**src/inc/arssc_params.svh**
```systemverilog
// constants for the read, verify, seek and sense command block
`ifndef ARSSC_PARAMS_SVH
`define ARSSC_PARAMS_SVH
// command codes
`define ARSSC_CMD_READ0 8'h20
`define ARSSC_CMD_READ1 8'h21
`define ARSSC_CMD_VERIFY0 8'h40
`define ARSSC_CMD_VERIFY1 8'h41
`define ARSSC_CMD_SENSE 8'h03
`define ARSSC_NIB_RECAL 4'h1
`define ARSSC_NIB_SEEK 4'h7
// extended error codes
`define ARSSC_EXT_NONE 8'h00
`define ARSSC_EXT_BAD_ADDR 8'h21
`define ARSSC_EXT_OVERFLOW 8'h2f
`define ARSSC_EXT_UNCORR 8'h11
`define ARSSC_EXT_CORR 8'h18
`define ARSSC_EXT_XFER 8'h1f
`define ARSSC_EXT_DIAG 8'h05
`define ARSSC_EXT_SPARE 8'h3a
// sizes and reset values
`define ARSSC_SEC_MAX 9'h100
`define ARSSC_WORD_LAST 8'hff
`define ARSSC_RST_BYTE 8'h00
`endif

```
**src/inc/arssc_pkg.sv**
```systemverilog
// types shared by the read, verify, seek and sense command block
package arssc_pkg;
   // task-file contents written by the host
   typedef struct packed {
      logic lba_mode;
      logic [3:0] head;
      logic [7:0] cyl_hi;
      logic [7:0] cyl_lo;
      logic [7:0] sec_num;
      logic [7:0] sec_cnt;
   } arssc_tf_type;
   // outcome of one media sector fetch
   typedef enum logic [2:0] {
      ARSSC_MS_OK = 3'h0,
      ARSSC_MS_CORR = 3'h1,
      ARSSC_MS_UNCORR = 3'h2,
      ARSSC_MS_XFER = 3'h3,
      ARSSC_MS_SPARE = 3'h4,
      ARSSC_MS_DIAG = 3'h5
   } arssc_mstat_type;
   typedef enum logic [2:0] {
      ARSSC_IDLE = 3'b001,
      ARSSC_FETCH = 3'b010,
      ARSSC_XFER = 3'b100
   } arssc_state_type;
endpackage

```
**src/design/arssc_core.sv**
```systemverilog
// card-side executor for read, read-verify, recalibrate, sense and seek
`timescale 1ns/100ps
`include "arssc_params.svh"

// Functional notes
// - read codes, count zero means 256
// - read starts at task-file address
// - bsy, load, drq, drop bsy, interrupt
// - read error stops, keeps address, data
// - lba 27-24 in head, rest in bytes
// - verify acts as read, never drq
// - verify sets bsy, one final interrupt
// - failed verify leaves address, remaining count
// - recalibrate family is a no-op
// - sense copies extended code to error
// - codes 00h, 21h, 2fh for address
// - codes 11h, 18h, 1fh for data
// - diagnostic 05h, spares exhausted 3ah
// - seek only range-checks the address
module arssc_core (
   input wire logic clk,
   input wire logic rst_n,
   input wire logic cmd_wr,
   input wire logic [7:0] cmd_code,
   input wire arssc_pkg::arssc_tf_type tf_in,
   input wire logic word_rd,
   input wire logic status_rd,
   input wire logic [27:0] capacity,
   input wire logic [4:0] num_heads,
   input wire logic [7:0] sec_per_trk,
   input wire logic media_done,
   input wire arssc_pkg::arssc_mstat_type media_stat,
   output logic media_req,
   output logic [27:0] media_lba,
   output logic bsy,
   output logic drq,
   output logic intrq,
   output logic err,
   output logic [7:0] error_reg,
   output arssc_pkg::arssc_tf_type tf_out
);
   import arssc_pkg::*;

   // ----------------------------------------
   // state
   // ----------------------------------------
   arssc_state_type state_q, state_d;
   logic lba_mode_q;
   logic [3:0] head_q;
   logic [15:0] cyl_q;
   logic [7:0] sec_q;
   logic [8:0] remain_q;
   logic verify_q;
   logic stop_q;
   logic [7:0] word_q;
   logic [7:0] ext_q;
   logic [7:0] err_reg_q;
   logic err_q;
   logic intrq_q;

   // ----------------------------------------
   // command decode
   // ----------------------------------------
   wire idle = (state_q == ARSSC_IDLE);
   wire take = cmd_wr & idle;
   wire is_read = (cmd_code == `ARSSC_CMD_READ0) | (cmd_code == `ARSSC_CMD_READ1);
   wire is_ver = (cmd_code == `ARSSC_CMD_VERIFY0) | (cmd_code == `ARSSC_CMD_VERIFY1);
   wire is_recal = (cmd_code[7:4] == `ARSSC_NIB_RECAL);
   wire is_seek = (cmd_code[7:4] == `ARSSC_NIB_SEEK);
   wire is_sense = (cmd_code == `ARSSC_CMD_SENSE);
   wire start_rd = take & (is_read | is_ver);

   // ----------------------------------------
   // address forming and range check
   // ----------------------------------------
   // the seek checks the freshly written task file, media work the held copy
   wire use_in = take & is_seek;
   wire a_lba = use_in ? tf_in.lba_mode : lba_mode_q;
   wire [3:0] a_head = use_in ? tf_in.head : head_q;
   wire [15:0] a_cyl = use_in ? {tf_in.cyl_hi, tf_in.cyl_lo} : cyl_q;
   wire [7:0] a_sec = use_in ? tf_in.sec_num : sec_q;
   // chs to block: ((cyl * heads) + head) * spt + sec - 1
   wire [20:0] chs_trk = 21'(a_cyl * num_heads) + 21'(a_head);
   wire [28:0] chs_blk = 29'(chs_trk * sec_per_trk) + 29'(a_sec) - 29'h1;
   wire [27:0] lba_addr = {a_head, a_cyl, a_sec};
   wire [27:0] addr = a_lba ? lba_addr : chs_blk[27:0];
   wire chs_bad = ~a_lba & ((a_sec == 8'h00) | (a_sec > sec_per_trk) | ({1'b0, a_head} >= num_heads));
   // an underflowed chs sum is caught by chs_bad first
   wire ovf = (addr >= capacity) | (~a_lba & chs_blk[28]);
   wire range_ok = ~chs_bad & ~ovf;
   wire [7:0] range_code = chs_bad ? `ARSSC_EXT_BAD_ADDR : `ARSSC_EXT_OVERFLOW;

   // ----------------------------------------
   // media outcome decode
   // ----------------------------------------
   wire fetch = (state_q == ARSSC_FETCH);
   wire fetch_bad = fetch & ~range_ok;
   wire got = fetch & range_ok & media_done;
   wire m_ok = (media_stat == ARSSC_MS_OK) | (media_stat == ARSSC_MS_CORR);
   // a corrected sector is good data, so the command keeps going
   wire [7:0] m_code = (media_stat == ARSSC_MS_OK) ? `ARSSC_EXT_NONE :
                       (media_stat == ARSSC_MS_CORR) ? `ARSSC_EXT_CORR :
                       (media_stat == ARSSC_MS_UNCORR) ? `ARSSC_EXT_UNCORR :
                       (media_stat == ARSSC_MS_SPARE) ? `ARSSC_EXT_SPARE :
                       (media_stat == ARSSC_MS_DIAG) ? `ARSSC_EXT_DIAG :
                       `ARSSC_EXT_XFER;
   wire last = (remain_q == 9'h001);
   wire xfer = (state_q == ARSSC_XFER);
   wire sec_end = xfer & word_rd & (word_q == `ARSSC_WORD_LAST);
   // advance after a good sector that is not the last one
   wire adv = (sec_end & ~stop_q & ~last) | (got & verify_q & m_ok & ~last);
   wire seek_bad = take & is_seek & ~range_ok;

   // ----------------------------------------
   // next address: lba counts up, chs wraps sector, head, cylinder
   // ----------------------------------------
   wire [27:0] lba_next = lba_addr + 28'h1;
   wire sec_wrap = (sec_q == sec_per_trk);
   wire head_wrap = ({1'b0, head_q} == (num_heads - 5'h1));
   wire [7:0] chs_sec_n = sec_wrap ? 8'h01 : sec_q + 8'h01;
   wire [3:0] chs_head_n = ~sec_wrap ? head_q : (head_wrap ? 4'h0 : head_q + 4'h1);
   wire [15:0] chs_cyl_n = (sec_wrap & head_wrap) ? cyl_q + 16'h0001 : cyl_q;

   // ----------------------------------------
   // sequencing
   // ----------------------------------------
   always_comb begin
      state_d = state_q;
      case (state_q)
         ARSSC_IDLE: begin
            if (start_rd) begin
               state_d = ARSSC_FETCH;
            end
         end
         ARSSC_FETCH: begin
            if (fetch_bad) begin
               state_d = ARSSC_IDLE;
            end else if (got & ~verify_q) begin
               state_d = ARSSC_XFER;
            end else if (got & (~m_ok | last)) begin
               state_d = ARSSC_IDLE;
            end
         end
         ARSSC_XFER: begin
            if (sec_end) begin
               state_d = (stop_q | last) ? ARSSC_IDLE : ARSSC_FETCH;
            end
         end
         default: begin
            state_d = ARSSC_IDLE;
         end
      endcase
   end

   // one interrupt per sector for reads, one at the end for the rest
   wire intr_set = (got & ~verify_q) | (got & verify_q & (~m_ok | last)) | fetch_bad
                   | (take & (is_recal | is_seek | is_sense));
   wire err_set = fetch_bad | (got & ~m_ok) | seek_bad;
   wire err_clr = take & ~is_sense;

   always_ff @(posedge clk or negedge rst_n) begin
      if (!rst_n) begin
         state_q <= ARSSC_IDLE;
      end else begin
         state_q <= state_d;
      end
   end

   // task-file copy: loaded at start, advanced only after good sectors
   always_ff @(posedge clk or negedge rst_n) begin
      if (!rst_n) begin
         lba_mode_q <= 1'b0;
         head_q <= 4'h0;
         cyl_q <= 16'h0000;
         sec_q <= `ARSSC_RST_BYTE;
         remain_q <= 9'h000;
         verify_q <= 1'b0;
      end else if (take) begin
         lba_mode_q <= tf_in.lba_mode;
         head_q <= tf_in.head;
         cyl_q <= {tf_in.cyl_hi, tf_in.cyl_lo};
         sec_q <= tf_in.sec_num;
         remain_q <= (tf_in.sec_cnt == 8'h00) ? `ARSSC_SEC_MAX : {1'b0, tf_in.sec_cnt};
         verify_q <= is_ver;
      end else if (adv) begin
         lba_mode_q <= lba_mode_q;
         head_q <= lba_mode_q ? lba_next[27:24] : chs_head_n;
         cyl_q <= lba_mode_q ? lba_next[23:8] : chs_cyl_n;
         sec_q <= lba_mode_q ? lba_next[7:0] : chs_sec_n;
         remain_q <= remain_q - 9'h001;
      end
   end

   // word count within the sector, and the stop mark after a failure
   always_ff @(posedge clk or negedge rst_n) begin
      if (!rst_n) begin
         word_q <= 8'h00;
         stop_q <= 1'b0;
      end else begin
         word_q <= got ? 8'h00 : ((xfer & word_rd) ? word_q + 8'h01 : word_q);
         stop_q <= got ? ~m_ok : stop_q;
      end
   end

   // extended code of the latest command, and the error register
   always_ff @(posedge clk or negedge rst_n) begin
      if (!rst_n) begin
         ext_q <= `ARSSC_EXT_NONE;
         err_reg_q <= `ARSSC_RST_BYTE;
      end else begin
         if (fetch_bad | seek_bad) begin
            ext_q <= range_code;
         end else if (got & (media_stat != ARSSC_MS_OK)) begin
            ext_q <= m_code;
         end else if (err_clr) begin
            ext_q <= `ARSSC_EXT_NONE;
         end
         if (take & is_sense) begin
            err_reg_q <= ext_q;
         end
      end
   end

   // interrupt is cleared by a status read; a new event wins the same cycle
   always_ff @(posedge clk or negedge rst_n) begin
      if (!rst_n) begin
         err_q <= 1'b0;
         intrq_q <= 1'b0;
      end else begin
         err_q <= err_set | (err_q & ~err_clr);
         intrq_q <= intr_set | (intrq_q & ~status_rd);
      end
   end

   // ----------------------------------------
   // outputs
   // ----------------------------------------
   assign bsy = fetch;
   assign drq = xfer;
   assign media_req = fetch & range_ok;
   assign media_lba = addr;
   assign intrq = intrq_q;
   assign err = err_q;
   assign error_reg = err_reg_q;
   assign tf_out = '{lba_mode: lba_mode_q, head: head_q, cyl_hi: cyl_q[15:8], cyl_lo: cyl_q[7:0],
                     sec_num: sec_q, sec_cnt: remain_q[7:0]};
endmodule

```
**config.mk**
```make
export PLATFORM = sky130hd
export DESIGN_NAME = arssc_core
export DESIGN_NICKNAME = d
export VERILOG_FILES = /design/src/inc/arssc_pkg.sv /design/src/design/arssc_core.sv
export VERILOG_INCLUDE_DIRS = /design/src /design/src/inc
export SDC_FILE = /design/constraint.sdc
export NUM_CORES = 1
export LEC_CHECK = 0
export ABC_AREA = 1
export CAP_MARGIN = 30
export CORE_MARGIN = 3
export CORE_UTILIZATION = 68
export DETAILED_ROUTE_END_ITERATION = 6
export DONT_BUFFER_PORTS = 1
export PLACE_DENSITY = 0.84
export SLEW_MARGIN = 20
export SYNTH_ARGS = -nofsm -noshare
export SYNTH_HDL_FRONTEND = slang
export SYNTH_SLANG_ARGS = --single-unit
export TNS_END_PERCENT = 1
```
**constraint.sdc**
```tcl
create_clock -name clk -period 13.9 [get_ports clk]
set_input_delay 1.39 -clock clk [delete_from_list [all_inputs] [get_ports clk]]
set_output_delay 1.39 -clock clk [all_outputs]
set_load 0.02 [all_outputs]
```
==> results of run 1 <==
## kinds of logic (layout without fill, tap and decap cells)
logic type | after synthesis | after routing
compound gates | 249 | 249
xor+xnor | 54 | 54
fa+ha+maj | 349 | 349
buf+inv | 503 | 494
flops | 65 | 65
mux | 6 | 6
other cells | 1 | 2
simple gates | 1198 | 1198
## cell usage after synthesis, drive strengths merged
master / number / area, µm²
o21a: 4 / 30.0
xnor2: 16 / 140
a22oi: 2 / 15.0
and2: 1 / 6.26
buf: 40 / 277
nor4: 7 / 43.8
ha: 178 / 2230
clkinv: 1 / 3.75
o211ai: 1 / 7.51
a211oi: 3 / 22.5
a31o: 2 / 17.5
nor2: 242 / 941
o22ai: 1 / 6.26
fa: 171 / 3420
nand3: 160 / 831
a21oi: 102 / 510
or2: 28 / 175
o21ai: 101 / 517
mux2: 6 / 67.6
clkbuf: 39 / 149
inv: 423 / 1590
nand2: 688 / 2610
nor3: 26 / 130
conb: 1 / 3.75
nand4: 31 / 209
a31oi: 22 / 138
o31ai: 3 / 22.5
dfstp: 1 / 26.3
o21bai: 1 / 7.51
dfrtp: 64 / 1600
a21o: 7 / 52.6
nand3b: 15 / 113
xor2: 38 / 333
## worst paths after layout
path | startpoint | to | slack (ns) | depth (start not counted)
min | ext_q[0] | ext_q[0] | 0.52 | 2
max in group asynchronous | rst_n | state_q[0] | 12.98 | 0
min reg2reg | ext_q[0] | ext_q[0] | 0.52 | 2
max | cmd_code[7] | media_req | 0.31 | 51
min in group asynchronous | rst_n | word_q[1] | 0.74 | 0
max reg2reg | state_q[0] | cyl_q[2] | 1.44 | 55
## layer usage
metal,vias up,track usage,part of all wire
li1,7538,-,-
met1,7747,0.567,0.39
met2,1138,0.637,0.45
met3,181,0.101,0.12
met4,0,0.147,0.040
met5,-,0,0
## per-stage QoR
step,setup slack (ns),utilization,hold slack [ns],instances
global route,-0.0317,0.742,0.537,2730
floorplan,1.49,-,0.450,2426
global placement,-0.0602,0.719,0.465,2705
finish,0.307,0.742,0.518,2730
detailed placement,-0.135,0.720,0.498,2712
CTS,0.0788,0.735,0.512,2728
## worst reg2reg max path, delay by kind of cell (launching register included)
family | cells | cell delay, ns
DFF | 1 | 0.55
and+or+nand+nor | 31 | 4.81
xor gates and xnor gates | 1 | 0.31
AOI/OAI and AO/OA | 3 | 0.64
adders and majority gates | 11 | 4.87
buffers and inverters | 9 | 1.16
## repair_timing
action / in CTS / in global routing
pin swaps: 0 / 1
endpoints found under the setup margin: 1 / 21
hold buffers: 0 / 0
gates cloned: 0 / 1
resized for setup: 4 / 42
hold endpoints to repair: 0 / 0
## final cells by class
type | count | share of cell area
tap | 313 | 0.0229
clock inverter | 7 | 0.00585
sequential | 65 | 0.0952
timing repair buffer | 54 | 0.0247
inverter | 424 | 0.0931
multi-input combinational | 1858 | 0.745
clock buffer | 9 | 0.0132
==> out/qor.csv, run 1 <==
stage,metric,value,unit
status,status,completed,
layout,layout cells sized above 1,0.0662,
clocking,CTS Sinks,65,
floorplan,Starting Density,0.705,
layout,Antenna Cells,0,
synth,Synth Area in Adders,0.348,
sta,Slew @ Worst Pin,0.714,ns
setup_path,crit path kind,in2out,
grt,first-pass GRT wire length,85100,µm
place,RD Place Congestion,1.03,
setup_path,crit-path leading delay family,adder cells,
clocking,post-CTS setup buffers,0,
setup_path,CP arrival,12.20,ns
grt,pin count of the biggest net entering global routing,85,
layout,max FFs per register,16,
clocking,Clock Path Buffers,2,
synth,XOR/XNOR share of the synthesized area,0.0291,
layout,biggest regs,"cyl_q x16, remain_q x9",
clocking,clock latency on the worst-skew pair,0.34,ns
detailed_routing,via count,16600,
sta,final worst-path cycle share,0.978,
layout,area grow syn2layout,5.29,%
floorplan,CORE AREA,23100,µm²
detailed_routing,post-route ant nets,0,
setup_path,CP endpoint kind,primary output,
sta,worst clock skew,0.00876,ns
worst_hold_path,hold crit path type,reg2reg,
layout,Filler Cell Count,1897,
synth,synth unique cells,47,
synth,post-synthesis compound-gate area fraction,0.0829,
detailed_routing,drt initial violations,2229,
place,placed cell area,16600,µm²
floorplan,die area,25800,µm²
layout,area occupied by multi-input gates,12700,µm²
synth,multiplexer area fraction after synthesis,0.00416,
detailed_routing,Routed WL per cell,19.9,µm
place,IO Port Bufs,0,
clocking,clock-pin transition on the worst setup and hold timing paths,0.06,ns
synth,"Seq/Total Area, Yosys",0.100,
grt,initial antenna violation count,0,
layout,FF/Latch Area,1630,µm²
floorplan,Die Y,161,µm
grt,Total GRT Usage,0.412,
grt,vias in the first global route,16200,
sta,Fmax,73.6,MHz
sta,# setup viols final,0,
detailed_routing,drt pass-1 iters,6,
clocking,TritonCTS buffer count,9,
layout,layout net count,2856,
layout,most flop-heavy register,cyl_q,
synth,Synth Area in Simple Gates,0.311,
setup_path,startpoint types,primary input,
sta,final hold vios,0,
floorplan,Die Wd,161,µm
synth,largest family of logic cells by synthesized area,adder cells,
floorplan,# rows,55,
sta,post-layout minimum cycle time,13.59,ns
grt,grt ovf,0,
sta,TNS Setup,0,ns
sta,slew margin rel.,0.520,
sta,fin. max-slew vios,0,
synth,Yosys Warn Count,0,
setup_path,slowest cell delay on critical path,0.55,ns
synth,Post-Syn Instances,2425,
clocking,CTS H-tree lvls,3,
detailed_routing,routed vias/inst,6.08,
floorplan,IO Pins,173,
setup_path,crit path max fanout,25,
setup_path,Most Frequent Cell on Critical Path,nand2_1,
layout,most frequent cells in the layout,"nand2_1 (672), inv_1 (419), nor2_1 (232)",
synth,synthesized flop and latch total,65,
job,number of max-cap violations,0,
synth,synthesized area,16200,µm²
detailed_routing,final wirelength,54200,µm
clocking,CTS tree,built,
place,HPWL after DPL,44700,µm
setup_path,Critical Path RT,12.51,ns
layout,design area,17100,µm²
setup_path,"Buf+Inv Stages, Crit Path",10,
clocking,CTS root buffer,clkbuf_16,
synth,"Avg Cell Area, Syn",6.70,µm²
setup_path,CP max stage cell,fa_1,
layout,"leading cell type in the layout, fill and taps excluded",nand2_1,
detailed_routing,DRC,0,
Power of run 1 is left out: the tool's default activity adds up to more than one toggle a clock period on the data nets, which glitch-free logic cannot reach.
==> run 2, diff against run 1 <==
==> constraint.sdc (replaced) <==
create_clock -name clk -period 13.9 [get_ports clk]
set_input_delay 0 -clock clk [delete_from_list [all_inputs] [get_ports clk]]
set_output_delay 0 -clock clk [all_outputs]
set_load 0.02 [all_outputs]
==> run 2 against run 1 <==
The run now ends with design-rule violations left. Flip-flop and latch count unchanged. Critical endpoint is now ext_q[5]. Die area stayed put. Maximum frequency rose by 0.48%. Setup slack better by 0.066 ns. Largest cell class unchanged.
==> out/qor.csv, run 2 (synthesized netlist as in run 1, its figures left out) <==
stage,metric,value,unit,change
setup_path,CP max stage cell,o21ai_0,,
sta,Fmax,73.9,MHz,+0.48%
detailed_routing,routed vias/inst,6.14,,+0.89%
status,status,"finished, violations left",,
floorplan,Die Wd,161,µm,unchanged
setup_path,crit path kind,reg2reg,,
sta,slew margin rel.,0.277,,-0.243
detailed_routing,drt initial violations,2218,,-0.49%
detailed_routing,final wirelength,53600,µm,-1.1%
floorplan,die area,25800,µm²,unchanged
clocking,CTS tree,built,,
clocking,CTS H-tree lvls,3,,unchanged
setup_path,crit path max fanout,56,,+120%
grt,initial antenna violation count,0,,unchanged
clocking,post-CTS setup buffers,0,,unchanged
floorplan,CORE AREA,23100,µm²,unchanged
detailed_routing,via count,16800,,+1.3%
worst_hold_path,hold crit path type,in2reg,,
place,RD Place Congestion,1.03,,-0.53%
sta,final hold vios,0,,unchanged
layout,layout net count,2866,,+0.35%
worst_hold_path,worst hold stages,4,,+2
clocking,clock latency on the worst-skew pair,0.35,ns,about the same
setup_path,CP arrival,13.81,ns,+1.61 ns
sta,Slew @ Worst Pin,1.07,ns,+0.359 ns
place,IO Port Bufs,0,,unchanged
setup_path,slowest cell delay on critical path,0.75,ns,+0.20 ns
layout,"leading cell type in the layout, fill and taps excluded",nand2_1,,
layout,Antenna Cells,0,,unchanged
worst_hold_path,Hold Startpoint,tf_in[14],,
detailed_routing,drt pass-1 iters,7,,+1
detailed_routing,DRC,1,,+1
setup_path,Critical Path RT,14.18,ns,+1.67 ns
grt,grt ovf,0,,unchanged
job,number of max-cap violations,0,,unchanged
layout,biggest regs,"cyl_q x16, remain_q x9",,
floorplan,Starting Density,0.705,,unchanged
grt,vias in the first global route,16100,,-0.56%
setup_path,CP endpoint kind,flip-flop,,
sta,worst clock skew,0.00940,ns,+0.000635 ns
worst_hold_path,WHS Endpoint,sec_q[6],,
floorplan,# rows,55,,unchanged
floorplan,Die Y,161,µm,unchanged
clocking,CTS root buffer,clkbuf_16,,
setup_path,worst r2r src,state_q[0],,
layout,area grow syn2layout,5.85,%,
setup_path,worst r2r dst,ext_q[5],,
clocking,clock-pin transition on the worst setup and hold timing paths,0.07,ns,about the same
setup_path,startpoint types,flip-flop,,
sta,post-layout minimum cycle time,13.53,ns,-0.0655 ns
layout,most flop-heavy register,cyl_q,,
setup_path,Reg2Reg Setup Slack,0.37,ns,-1.07 ns
grt,pin count of the biggest net entering global routing,66,,-22%
sta,TNS Setup,0,ns,unchanged
detailed_routing,post-route ant nets,0,,unchanged
sta,final worst-path cycle share,0.973,,-0.00471
status,violated checks,design-rule violations,,
detailed_routing,Routed WL per cell,19.6,µm,-1.5%
grt,first-pass GRT wire length,84600,µm,-0.59%
floorplan,IO Pins,173,,unchanged
setup_path,FF-to-FF path depth,45,,-18%
layout,layout cells sized above 1,0.0391,,-0.0271
clocking,TritonCTS buffer count,9,,unchanged
clocking,CTS Sinks,65,,unchanged
layout,most frequent cells in the layout,"nand2_1 (681), inv_1 (420), nor2_1 (234)",,
sta,# setup viols final,0,,unchanged
sta,fin. max-slew vios,0,,unchanged
grt,Total GRT Usage,0.409,,-0.00377
clocking,Clock Path Buffers,2,,unchanged
place,HPWL after DPL,42600,µm,-4.6%
sta,RSZ-0062 raised after global routing,no,,
layout,max FFs per register,16,,unchanged
==> run 2: cell types whose count changed in the layout (fill, tap and decap cells not counted), sizes merged <==
cell	before	now
dlygate4sd3	0	49
buf	52	14
clkbuf	11	10
==> run 2: per-stage QoR <==
step / utilization / std cells / setup WS [ns] / hold slack, ns / cell area [µm²]
5_1_grt: 0.746 / 2740 / 0.0109 / 0.0408 / 17200
3_5_place_dp: 0.708 / 2674 / 0.829 / -0.294 / 16300
3_3_place_gp: 0.707 / 2671 / 0.972 / -0.294 / 16300
6_report: 0.746 / 2740 / 0.373 / 0.00808 / 17200
2_1_floorplan: - / 2426 / 3.25 / -0.296 / 16200
4_1_cts: 0.744 / 2740 / 0.382 / 0.000631 / 17200
==> run 2: final cells by class <==
| type | instances | area [µm²] |
|---|---|---|
| fill | 1870 | 5860 |
| multi-input combinational | 1858 | 12600 |
| sequential | 65 | 1630 |
| inverter | 424 | 1590 |
| clock buffer | 9 | 225 |
| timing repair buffer | 64 | 621 |
| tap | 313 | 392 |
| clock inverter | 7 | 100 |
==> run 2: timing repair <==
action,4_1_cts,5_1_grt
hold buffers,50,0
endpoints found under the hold margin,117,0
endpoints found under the setup margin,0,22
gates resized for setup,0,11
==> run 2: how the worst max path moves through the flow <==
stage,start,endpoint,slack [ns],cells after the start
after floorplan,state_q[0],ext_q[0],3.25,54
after global placement,state_q[0],cyl_q[14],0.97,46
after detailed placement,state_q[0],cyl_q[9],0.83,46
after CTS,state_q[0],ext_q[5],0.38,46
after global routing,state_q[0],ext_q[5],0.01,45
final,state_q[0],ext_q[5],0.37,45
==> run 2: metal layers <==
| layer | wire length (µm) | GRT usage | up-vias | share of wire |
|---|---|---|---|---|
| met4 | 2130 | 0.136 | 0 | 0.040 |
| met3 | 7020 | 0.119 | 199 | 0.13 |
| met1 | 20800 | 0.552 | 7883 | 0.39 |
| li1 | - | - | 7564 | - |
| met5 | 0 | 0 | - | 0 |
| met2 | 23600 | 0.633 | 1167 | 0.44 |
==> run 2: worst max-delay path, delay by kind of cell (launching register included) <==
family / cells / cell delay [ns]
fa+ha+maj: 11 / 5.27
simple gates: 19 / 3.53
compound gates: 5 / 1.84
buf+inv: 8 / 1.45
xor+xnor: 2 / 0.75
flops: 1 / 0.57
Power of run 2 is left out for the same reason.
==> run 3, diff against run 2 <==
- CORE_ASPECT_RATIO: default -> 0.5
==> run 3 against run 2 <==
Critical path depth grew 6. Maximum frequency up 1.4%. First-iteration DRC count shrank 3.7%. The flow still finishes with violations (design-rule violations). Clock-buffer cell count up 4. Global-route usage decreased by 0.68 points. Register-to-register slack better by 0.18 ns. Critical endpoint unchanged. Core utilization shrank 0.37 points. Via count fell by 2.7%.
==> out/qor.csv, run 3 (synthesized netlist as in run 1, its figures left out) <==
stage,metric,value,unit,change
clocking,CTS root buffer,clkbuf_16,,
floorplan,CORE AREA,23100,µm²,+0.33%
layout,biggest regs,"cyl_q x16, remain_q x9",,
floorplan,Die Wd,225,µm,+40%
grt,grt ovf,0,,unchanged
sta,Fmax,74.9,MHz,+1.4%
sta,worst clock skew,0.00715,ns,-0.00225 ns
setup_path,CP max stage cell,dfstp_2,,
layout,"leading cell type in the layout, fill and taps excluded",nand2_1,,
layout,Filler Cell Count,1917,,+2.5%
grt,Total GRT Usage,0.402,,-0.00684
place,IO Port Bufs,0,,unchanged
detailed_routing,post-route ant nets,0,,unchanged
setup_path,slowest cell delay on critical path,0.56,ns,-0.19 ns
layout,max FFs per register,16,,unchanged
sta,final hold vios,0,,unchanged
detailed_routing,drt pass-1 iters,7,,unchanged
place,RD Place Congestion,1.01,,-1.9%
grt,first-pass GRT wire length,81600,µm,-3.5%
sta,final worst-path cycle share,0.960,,-0.0131
grt,vias in the first global route,15400,,-4.7%
detailed_routing,DRC,2,,+1
layout,layout net count,2865,,-0.035%
clocking,clock latency on the worst-skew pair,0.34,ns,about the same
sta,slew margin rel.,0.337,,+0.0603
sta,Slew @ Worst Pin,0.984,ns,-0.0895 ns
sta,TNS Setup,0,ns,unchanged
layout,most flop-heavy register,cyl_q,,
layout,area occupied by multi-input gates,12600,µm²,about the same
setup_path,CP arrival,13.61,ns,-0.20 ns
job,number of max-cap violations,0,,unchanged
grt,initial antenna violation count,1,,+1
layout,layout cells sized above 1,0.0387,,-0.000396
layout,Antenna Cells,0,,unchanged
sta,post-layout minimum cycle time,13.35,ns,-0.182 ns
clocking,CTS tree,built,,
clocking,Clock Path Buffers,2,,unchanged
grt,pin count of the biggest net entering global routing,79,,+20%
floorplan,Starting Density,0.702,,-0.00233
clocking,TritonCTS buffer count,9,,unchanged
floorplan,die area,25900,µm²,+0.44%
setup_path,crit path max fanout,78,,+39%
place,# placed instances,2666,,-0.30%
floorplan,Die Y,115,µm,-28%
detailed_routing,routed vias/inst,5.99,,-2.4%
detailed_routing,via count,16400,,-2.7%
floorplan,IO Pins,173,,unchanged
clocking,CTS Sinks,65,,unchanged
layout,most frequent cells in the layout,"nand2_1 (681), inv_1 (420), nor2_1 (234)",,
floorplan,# rows,39,,-29%
clocking,CTS H-tree lvls,3,,unchanged
status,status,"finished, violations left",,
setup_path,crit path kind,reg2reg,,
layout,FF/Latch Area,1630,µm²,unchanged
layout,area grow syn2layout,5.68,%,
place,HPWL after DPL,41700,µm,-2.2%
setup_path,CP endpoint kind,flip-flop,,
layout,Final Instance Count excl. Fillers,2733,,-0.26%
clocking,post-CTS setup buffers,0,,unchanged
sta,fin. max-slew vios,0,,unchanged
worst_hold_path,hold crit path type,in2reg,,
detailed_routing,Routed WL per cell,19.2,µm,-1.6%
detailed_routing,drt initial violations,2136,,-3.7%
setup_path,Critical Path RT,14.17,ns,about the same
clocking,clock-pin transition on the worst setup and hold timing paths,0.05,ns,-0.02 ns
sta,RSZ-0062 raised after global routing,no,,
detailed_routing,final wirelength,52600,µm,-1.9%
setup_path,startpoint types,flip-flop,,
sta,# setup viols final,0,,unchanged
status,violated checks,design-rule violations,,
run 3: cell type report:
cell class	count	share of cell area
Inverter	424	0.0927
Multi-Input combinational cell	1858	0.736
Timing Repair Buffer	63	0.0351
Tap cell	307	0.0224
Clock buffer	13	0.0152
Sequential cell	65	0.0948
Clock inverter	3	0.00379
run 3: worst max-delay path: cells and delay by family, from the launching register on:
kind | cells | cell delay, ns
compound gates | 8 | 1.91
buf+inv | 7 | 1.64
flops | 1 | 0.56
simple gates | 25 | 4.22
fa+ha+maj | 11 | 4.92
run 3: through the flow:
stage	setup WS, ns	cell area (µm²)	util	hold slack [ns]
2_1_floorplan	3.25	16200	-	-0.296
5_1_grt	0.0141	17200	0.742	0.0410
6_report	0.555	17200	0.742	0.0144
3_3_place_gp	1.18	16300	0.705	-0.294
4_1_cts	0.541	17100	0.740	0.00815
3_5_place_dp	0.932	16300	0.705	-0.294
run 3: final timing paths:
kind                            start          end  slack [ns]  depth (start not counted)
max in group asynchronous       rst_n   state_q[0]       13.37                          2
setup / recovery           state_q[0]     ext_q[5]        0.55                         51
hold / removal              tf_in[14]     sec_q[6]        0.01                          4
setup reg to reg           state_q[0]     ext_q[5]        0.55                         51
min in group asynchronous       rst_n  remain_q[3]        0.24                          2
hold reg to reg                stop_q       stop_q        0.50                          2
run 3: per-layer routing:
metal,track usage,wire length (µm)
met4,0.136,1950
met1,0.532,20900
met2,0.620,22400
met3,0.141,7290
met5,0,13
run 3: timing repair:
item,in CTS,in global routing
endpoints found under the setup margin,0,23
resized for setup,0,10
hold buffers,47,0
hold endpoints to repair,115,0
Power of run 3 is left out for the same reason.
